===== src/logic/nibble_input_defines.vh =====
`ifndef NIBBLE_INPUT_DEFINES_VH
`define NIBBLE_INPUT_DEFINES_VH
// register byte addresses
`define ADDR_OPMODE 8'h00
`define ADDR_STATUS 8'h04
`define ADDR_NIBBLE 8'h08
`define ADDR_FRAMECNT 8'h0c
// operating mode fields
`define OPMODE_RESET 8'h2a
`define TIMREF_LSB 0
`define TIMREF_MSB 1
`define FRAMEFMT_BIT 2
`define LOOPBACK_BIT 7
// timing reference select codes
`define TIMREF_LOOP 2'h0
`define TIMREF_SLAVE 2'h1
// frame timing counts, in nibbles or reference clock periods
`define NIB_PER_FRAME 11'd1176
`define NIB_LAST 11'd1175
`define NIB_GAP 3'd4
`define NIB_GAP_LONG 3'd5
`define LONG_GAPS 4'd14
`define LONG_GAP_SPACING 11'd84
`define SAMPLE_EDGE 3'd3
`endif

===== src/logic/ds3_nibble_payload_input.v =====
// The implementer's own choice: the Wishbone interface to the registers.
`timescale 1ns/1ns
`include "nibble_input_defines.vh"
// How it works
// device sources the shared nibble clock
// loop mode divides line clock by four
// terminal launches nibbles on rising nibble clock
// device captures nibble on its nibble clock
// boundary pulse high during last nibble
// terminal presents first nibble after boundary
// overhead indicator held low in nibble mode
// loop mode: select pin high, field 00
// no local loopback in loop-timed mode
// slave mode divides local clock by four
// frame reference rising edge starts new frame
// terminal pulses reference with first nibble
// slave mode samples third edge after pulse
// loop mode samples third edge after pulse
// 1176 nibble pulses per frame
// gaps of four, fourteen gaps of five
// port carries payload nibbles only
// overhead generated internally
// slave mode: select pin high, field 01
// frame reference taken only on rising edge
module ds3_nibble_payload_input (
  // clock, reset, enable
  input wire core_clk,
  input wire rstn,
  input wire clkEn,
  // reference clock ticks, sampled on core_clk
  input wire receiveLineClock,
  input wire localTransmitClock,
  // configuration pin
  input wire parallelSelectPin,
  // terminal side
  input wire [3:0] payloadNibbleIn,
  input wire frameReferenceIn,
  output reg nibbleInterfaceClock,
  output reg nibbleFrameBoundary,
  output reg overheadIndicator,
  // captured payload toward the framer core
  output reg [3:0] payloadNibble,
  output reg payloadValid,
  output reg frameStart,
  // classic wishbone slave
  input wire wb_cyc_i,
  input wire wb_stb_i,
  input wire wb_we_i,
  input wire [7:0] wb_adr_i,
  input wire [3:0] wb_sel_i,
  input wire [31:0] wb_dat_i,
  output reg [31:0] wb_dat_o,
  output reg wb_ack_o
);

  // ----------------------------------------------------------------
  // reset release
  // ----------------------------------------------------------------
  reg rstMeta;
  reg rstSync;
  always @(posedge core_clk or negedge rstn) begin
    if (!rstn) begin
      rstMeta <= 1'b0;
      rstSync <= 1'b0;
    end else begin
      rstMeta <= 1'b1;
      rstSync <= rstMeta;
    end
  end

  // ----------------------------------------------------------------
  // registers
  // ----------------------------------------------------------------
  reg [7:0] opMode;
  reg [15:0] frameCount;
  reg [3:0] lastNibble;
  reg refIgnored;
  wire [1:0] timingReferenceSelect = opMode[`TIMREF_MSB:`TIMREF_LSB];
  wire loopMode = parallelSelectPin && (timingReferenceSelect == `TIMREF_LOOP);
  wire slaveMode = parallelSelectPin && (timingReferenceSelect == `TIMREF_SLAVE);
  wire active = loopMode || slaveMode;
  wire wbReq = wb_cyc_i && wb_stb_i && !wb_ack_o;
  reg [31:0] next_rdata;

  always @* begin
    next_rdata = 32'h0;
    case (wb_adr_i)
      `ADDR_OPMODE: next_rdata = {24'h0, opMode};
      `ADDR_STATUS: next_rdata = {27'h0, refIgnored, slaveMode, loopMode,
                                  nibbleFrameBoundary, active};
      `ADDR_NIBBLE: next_rdata = {28'h0, lastNibble};
      `ADDR_FRAMECNT: next_rdata = {16'h0, frameCount};
      default: next_rdata = 32'h0;
    endcase
  end

  always @(posedge core_clk or negedge rstSync) begin
    if (!rstSync) begin
      opMode <= `OPMODE_RESET;
      wb_ack_o <= 1'b0;
      wb_dat_o <= 32'h0;
    end else if (clkEn) begin
      wb_ack_o <= wbReq;
      if (wbReq) begin
        wb_dat_o <= next_rdata;
        if (wb_we_i && wb_sel_i[0] && wb_adr_i == `ADDR_OPMODE) begin
          opMode <= wb_dat_i[7:0];
          // loopback cannot be set while loop-timed
          if (parallelSelectPin && wb_dat_i[1:0] == `TIMREF_LOOP)
            opMode[`LOOPBACK_BIT] <= 1'b0;
        end
      end
    end
  end

  // ----------------------------------------------------------------
  // reference clock edge detect
  // ----------------------------------------------------------------
  wire refClk = loopMode ? receiveLineClock : localTransmitClock; // see R02
  reg refClkQ;
  reg refQ;
  wire refTick = refClk && !refClkQ;
  wire refRise = frameReferenceIn && !refQ;

  // ----------------------------------------------------------------
  // nibble clock generator and frame counter
  // ----------------------------------------------------------------
  reg [2:0] phase;
  reg [2:0] gap;
  reg [10:0] nibIndex;
  reg [6:0] longCnt;
  reg [2:0] sampleCnt;
  reg sampleArm;
  wire [2:0] next_gap = (longCnt == 7'd0) ? `NIB_GAP_LONG : `NIB_GAP;
  wire nibbleEdge = refTick && (phase == gap - 3'd1);

  always @(posedge core_clk or negedge rstSync) begin
    if (!rstSync) begin
      refClkQ <= 1'b0;
      refQ <= 1'b0;
      phase <= 3'h0;
      gap <= `NIB_GAP;
      nibIndex <= 11'h0;
      longCnt <= 7'h0;
      sampleCnt <= 3'h0;
      sampleArm <= 1'b0;
      nibbleInterfaceClock <= 1'b0;
      nibbleFrameBoundary <= 1'b0;
      overheadIndicator <= 1'b0;
      payloadNibble <= 4'h0;
      payloadValid <= 1'b0;
      frameStart <= 1'b0;
      lastNibble <= 4'h0;
      frameCount <= 16'h0;
      refIgnored <= 1'b0;
    end else if (clkEn) begin
      refClkQ <= refClk;
      refQ <= frameReferenceIn;
      overheadIndicator <= 1'b0; // see R07
      payloadValid <= 1'b0;
      frameStart <= 1'b0;
      if (!active) begin
        phase <= 3'h0;
        nibIndex <= 11'h0;
        nibbleInterfaceClock <= 1'b0;
        nibbleFrameBoundary <= 1'b0;
        sampleArm <= 1'b0;
      end else begin
        if (slaveMode && refRise) begin
          // restart the frame on the terminal's reference
          phase <= 3'h0;
          gap <= `NIB_GAP;
          nibIndex <= 11'h0;
          longCnt <= 7'h0;
          frameStart <= 1'b1;
          frameCount <= frameCount + 16'h1;
          refIgnored <= 1'b0;
        end else begin
          // a stray reference edge must not cost a reference tick
          if (refRise)
            refIgnored <= 1'b1;
          if (refTick) begin
          // nibble clock high for two reference ticks of each gap; one pulse per payload nibble
          nibbleInterfaceClock <= (phase == gap - 3'd1) || (phase < 3'd1);
          if (nibbleEdge) begin
            phase <= 3'h0;
            gap <= next_gap;
            longCnt <= ({4'h0, longCnt} == `LONG_GAP_SPACING - 11'd1) ? 7'h0 : longCnt + 7'h1;
            sampleCnt <= 3'h0;
            sampleArm <= 1'b1;
            if (nibIndex == `NIB_LAST) begin
              nibIndex <= 11'h0;
              longCnt <= 7'h0;
              if (loopMode) begin
                frameStart <= 1'b1;
                frameCount <= frameCount + 16'h1;
              end
            end else begin
              nibIndex <= nibIndex + 11'h1;
            end
            nibbleFrameBoundary <= (nibIndex == `NIB_LAST - 11'd1);
          end else begin
            phase <= phase + 3'h1;
          end
          if (sampleArm) begin
            if (sampleCnt == `SAMPLE_EDGE - 3'd1) begin
              // payload only; no overhead slots on this port
              payloadNibble <= payloadNibbleIn; // see R04 see R13 see R14
              lastNibble <= payloadNibbleIn;
              payloadValid <= 1'b1;
              sampleArm <= 1'b0;
            end
            sampleCnt <= sampleCnt + 3'h1;
          end
          end
        end
      end
    end
  end

endmodule // ds3_nibble_payload_input


===== config.mk =====
export PLATFORM = sky130hd
export DESIGN_NAME = ds3_nibble_payload_input
export DESIGN_NICKNAME = d
export VERILOG_FILES = /design/src/logic/ds3_nibble_payload_input.v
export VERILOG_INCLUDE_DIRS = /design/src /design/src/logic
export SDC_FILE = /design/constraint.sdc
export NUM_CORES = 1
export LEC_CHECK = 0
export BUFFER_PORTS_ARGS = -buffer_cell sky130_fd_sc_hd__buf_2
export CAP_MARGIN = 20
export CORE_UTILIZATION = 30
export DETAILED_ROUTE_END_ITERATION = 16
export PLACE_DENSITY_LB_ADDON = 0.05
export SYNTH_ARGS = -nofsm -noshare
export SYNTH_HDL_FRONTEND = slang
export SYNTH_SLANG_ARGS = --single-unit

===== constraint.sdc =====
create_clock -name core_clk -period 4.06 [get_ports core_clk]
set_input_delay 0.203 -clock core_clk [delete_from_list [all_inputs] [get_ports core_clk]]
set_output_delay 0.203 -clock core_clk [all_outputs]
set_load 0.02 [all_outputs]

**Word-level counts from Yosys, hierarchy flattened**

Cells that the tools add are included.

- Bits in registers: 98
- Bits in latches: 0
- Memory bits (writable): 0
- Memory bits (read-only): 0
- Input port bits: 58
- Output and inout port bits: 42
- Logic and storage cells: 133
- Memories: 0

- Add/subtract/negate cells: 6
- Multiply operators: 0
- Div/mod/pow operators: 0
- Magnitude comparators: 1
- Equality and inequality tests: 14
- Shifts and indexed selects: 0
- Mux-type cells: 54
- Bitwise gates (word level): 1
- Reductions and logical operators: 37

Operators by type and width:

| cell | count |
|---|---|
| $mux 16 | 5 |
| $pmux 16 s4 | 1 |
| $mux 11 | 5 |
| $mux 7 | 5 |
| $mux 1 | 29 |
| $mux 3 | 9 |
| $eq 11x11->1 const B | 2 |
| $add 16x1->16 const B | 1 |
| $eq 8x4->1 const B | 2 |
| $reduce_and 3->1 | 4 |
| $reduce_and 6->1 | 2 |
| $reduce_bool 2->1 | 6 |
| $add 11x1->11 const B | 1 |
| $logic_and 1x1->1 | 11 |
| $eq 8x3->1 const B | 1 |
| $logic_not 8->1 | 1 |
| $reduce_and 4->1 | 2 |
| $add 7x1->7 const B | 1 |
| $eq 7x7->1 const B | 1 |
| $logic_not 7->1 | 1 |
| $add 3x1->3 const B | 2 |
| $ne 3x1->1 const B | 2 |
| $reduce_and 5->1 | 1 |
| $logic_not 2->1 | 2 |
| other kinds (11) | 16 |

**Longest topological paths before layout**

- Depth after elaboration: 11
- Gate-level depth with buffers: 7
- Gate-level depth less buffers: 6

**Least setup slack after synthesis**

No wires, ideal clock.

- Path kind: flip-flop to flip-flop
- From: register opMode[0]
- To: register lastNibble[0]
- Library setup time: 0.125 ns
- Data arrival time: 1.763 ns
- Required time: 3.935 ns
- Setup slack: 2.172 ns
- Stages on the path, launching flop included: 7
- Buffers on the path: 2
- Period minus slack after synthesis: 1.888 ns
- Cells stage by stage: dfrtp_1 buf_6 and3b_1 nor4_4 and3_1 buf_2 mux2_2

- Longest elaborated chain between the ends: 5
- Elaborated cells between the ends (all ways): 10
- Classes of those cells: eq/ne (1); mux (1); bitwise (1); reduce/logical (7)

Ends and longest elaborated chain:

| element | line | source |
|---|---|---|
| from (decl) | ds3_nibble_payload_input.v:74 | `reg [7:0] opMode;` |
| from (signal assigned) | ds3_nibble_payload_input.v:99 | `` opMode <= `OPMODE_RESET; `` |
| from (signal assigned) | ds3_nibble_payload_input.v:107 | `opMode <= wb_dat_i[7:0];` |
| $logic_not 2->1 (no source line) / $eq 2x1->1 (equally long branches) | - |  |
| $logic_and 1x1->1, on equally long branches | ds3_nibble_payload_input.v:79, ds3_nibble_payload_input.v:80 |  |
| $mux 1 / $logic_and 1x1->1 (equally long branches) | ds3_nibble_payload_input.v:119, ds3_nibble_payload_input.v:169 |  |
| $logic_and 1x1->1 / $not 1->1 (equally long branches) | - |  |
| $reduce_and 6->1 (no source line) * | - |  |
| to (signal assigned) | ds3_nibble_payload_input.v:209 | `lastNibble <= payloadNibbleIn;` |
| to (decl) | ds3_nibble_payload_input.v:76 | `reg [3:0] lastNibble;` |

Every way passes the cells marked *; elsewhere a longest branch is shown, timed or not.
A chain may end at the register's enable or synchronous reset.

**Worst setup path in the final report**

- From: register opMode[0]
- To: register nibIndex[9]

- Longest elaborated chain between the ends: 7
- Elaborated cells between the ends (all ways): 14
- Classes of those cells: eq/ne (3); mux (3); reduce/logical (8)

Ends and longest elaborated chain:

| element | line | source |
|---|---|---|
| $logic_not 2->1 (no source line) | - |  |
| $logic_and 1x1->1 | ds3_nibble_payload_input.v:79 | `` wire loopMode = parallelSelectPin && (timingReferenceSelect == `TIMREF_LOOP); `` |
| $mux 1 | ds3_nibble_payload_input.v:119 | `wire refClk = loopMode ? receiveLineClock : localTransmitClock;` |
| $logic_and 1x1->1 | ds3_nibble_payload_input.v:122 | `wire refTick = refClk && !refClkQ;` |
| $logic_and 1x1->1 | ds3_nibble_payload_input.v:135 | `wire nibbleEdge = refTick && (phase == gap - 3'd1);` |
| $ne 3x1->1 (no source line) | - |  |
| $reduce_and 3->1 (no source line) | - |  |
| to (signal assigned) | ds3_nibble_payload_input.v:199 | `nibIndex <= nibIndex + 11'h1;` |
| to (decl) | ds3_nibble_payload_input.v:130 | `reg [10:0] nibIndex;` |

Several ways; a longest one is shown, not always the timed one.

==> results.ini <==
[run_status]
outcome = finished clean

[final_layout]
post-route-util_pct = 36.40
drive_above_1_share_pct = 25.40
syn_to_final_growth_pct = 17.09
postLayoutCellArea_um2 = 4877
stdcell_count = 613
num_antenna_cells = 0
final_nets = 498

[logic_synthesis]
yosysUniqueCellTypes = 66
synth_area_um2 = 4165
synth_ff_type = dfrtp_1
synth.most_common_cell = dfrtp_1
async_reset_ff_share_pct = 100.0
ys_warn_count = 0
synth_seq_cells = 80
ys_top_cells_by_area = dfrtp_1 (46%), mux2_2 (3.5%), a22o_1 (3.4%)
synth_top_area_share_pct = 46.26
syn_inst = 377
yosys.area.top_type = dfrtp_1
synth-seq-area-share_pct = 48.15
synth_edf_count = 0
syn_area_per_cell_um2 = 11.05
ys_top_cells_by_count = dfrtp_1 (77), nand2_1 (31), nor2_1 (20)

[global_route]
gr-total-overflow = 0
grt_max_degree = 79
grt_pass1_vias = 2936
grt_usage_pct = 14.51
grt_first_pass_wirelength_um = 15980
antenna_found_initial = 0

[clock_tree]
tritoncts = done
cts-root-buf = clkbuf_16
cts_resized = 0
h-tree-depth = 3
clk_latency_ns = 0.34
clock_path_buffers = 2
clk_pin_slew_worst_paths_ns = 0.06
cts_buffers = 9
cts.sinks = 80

[sta]
hold_viol = 0
hold_slack_ns = 0.07647
clock_skew_ns = 0.007139
slew_headroom_pct = 53.02
rsz0062_at_grt = no
setup_tns_ns = 0
clock.fmax_mhz = 409.3
finalWorstSetupSlack_ns = 1.617
finalSetupViolCount = 0
min_period_ns = 2.443
finalCritPeriodShare_pct = 60.18
worst_slew_pin_slew_ns = 0.6851
report.final.slew_viol_count = 0

[pwr]
power-per-cell-area_nw_per_um2 = 389.3
p_leak_nw = 2.317
p_total_mw = 1.899
ir_drop_v = 0.0001440

[floorplanning]
die_w_um = 119.8
die_area_um2 = 14360
rows = 42
die_h_um = 119.8
initial_utilization_pct = 31.08
core_um2 = 13400
io_pins = 100

[place]
gp_congestion = 0.7563
numPortBuffers = 55
detailed_place.area_um2 = 4533
dp_cells = 595
pre_cts_ws_ns = 1.576
hpwl_um = 6868

[setup_path]
cp-start-kind = register
critPathKind = reg2reg
cp.arrival_ns = 2.69
worstReg2RegEnd = nibIndex[9]$_DFFE_PN0P_
r2r-start = opMode[0]$_DFFE_PN0P_
path_max_fanout = 10
r2r_cells = 5
endpoint_kind = register
r2r_slack_ns = 1.62
cp.required_ns = 4.31

[routing]
firstDrtPassIters = 4
drtIter0Drc = 129
drc_errors = 0
dr_wl_met2_um = 4292
wl_met1_um = 4799
via_per_inst = 4.961
vias = 3041
wl_met3_um = 418
wl_um = 9690
ant_nets = 0
dr.max_layer_used = met4
wl_per_cell_um = 15.81

[min_path]
hold_class = in2reg
hold_end = lastNibble[2]$_DFFE_PN0P_
hold_depth = 2
hp-start = payloadNibbleIn[2]

[flow_run]
cap_violations = 0

==> per-layer routing <==
| metal | global-route usage (%) | vias to the layer above |
|---|---|---|
| li1 | - | 1472 |
| met1 | 20.79 | 1480 |
| met2 | 21.06 | 78 |
| met3 | 2.567 | 11 |
| met4 | 6.797 | 0 |
| met5 | 0 | - |
==> area by class of cell <==
type | instances | area [um2]
well taps | 176 | 220.2
fillers | 1352 | 8523
multi-input cells | 272 | 1979
clock buffers | 10 | 239.0
repair buffers | 58 | 320.3
inverters | 11 | 41.29
flip-flops and latches | 80 | 2009
clock inverters | 6 | 67.56
==> report_power, final <==
part	switching, mW	internal [mW]	total [mW]
registers	0.0443	0.833	0.877
clock network	0.354	0.496	0.850
logic	0.0971	0.0747	0.172
==> what timing repair did <==
item / CTS / global route
endpoints found under the hold margin: 2 / 0
hold buffers: 1 / 0
setup buffers: 0 / 0
==> state kept, by name, summed over array words and instances, names as in the netlist, 3 cells and up <==
register	flops
longCnt	7
nibIndex	11
sampleCnt	3
wb_dat_o	16
lastNibble	4
frameCount	16
opMode	8
phase	3
==> how the worst max path moves through the flow <==
stage               cells after the start                        end  slack (ns)                   from
detailed placement                      5    nibIndex[9]$_DFFE_PN0P_        1.58  opMode[0]$_DFFE_PN0P_
CTS                                     5    nibIndex[9]$_DFFE_PN0P_        1.57  opMode[0]$_DFFE_PN0P_
global placement                        5    nibIndex[9]$_DFFE_PN0P_        1.58  opMode[0]$_DFFE_PN0P_
finish                                  5    nibIndex[9]$_DFFE_PN0P_        1.62  opMode[0]$_DFFE_PN0P_
floorplan                               0  frameCount[0]$_DFFE_PN0P_        1.67      rstSync$_DFF_PN0_
global route                            5    nibIndex[9]$_DFFE_PN0P_        1.35  opMode[0]$_DFFE_PN0P_
==> critical path, cell delays in order (launching register included) <==
cell     delay (ns)
dfrtp_1        0.52
and3b_1        0.34
nor4_4         0.50
nor2b_1        0.53
nand2_1        0.23
o31ai_1        0.24
==> cell families (layout without fill, tap and decap cells) <==
logic type,after synthesis,in the layout,share of synthesized area [%]
xor gates and xnor gates,15,15,3.154
buffers and inverters,41,85,5.767
other,2,18,0.1803
and+or+nand+nor,125,125,17.69
muxes,23,23,7.149
DFF,80,80,48.15
AOI/OAI and AO/OA,83,83,15.50
adders and majority gates,8,8,2.403
==> layout by cell type, fill, tap and decap left out, types with 12 or more instances in the layout <==
| cell | n |
|---|---|
| nand3_1 | 12 |
| nand2_1 | 31 |
| a22o_1 | 16 |
| dfrtp_1 | 76 |
| mux2_2 | 13 |
| buf_2 | 55 |
| conb_1 | 18 |
| nor2_1 | 20 |
| o21ai_0 | 12 |
(Power assumes the default switching activity.)
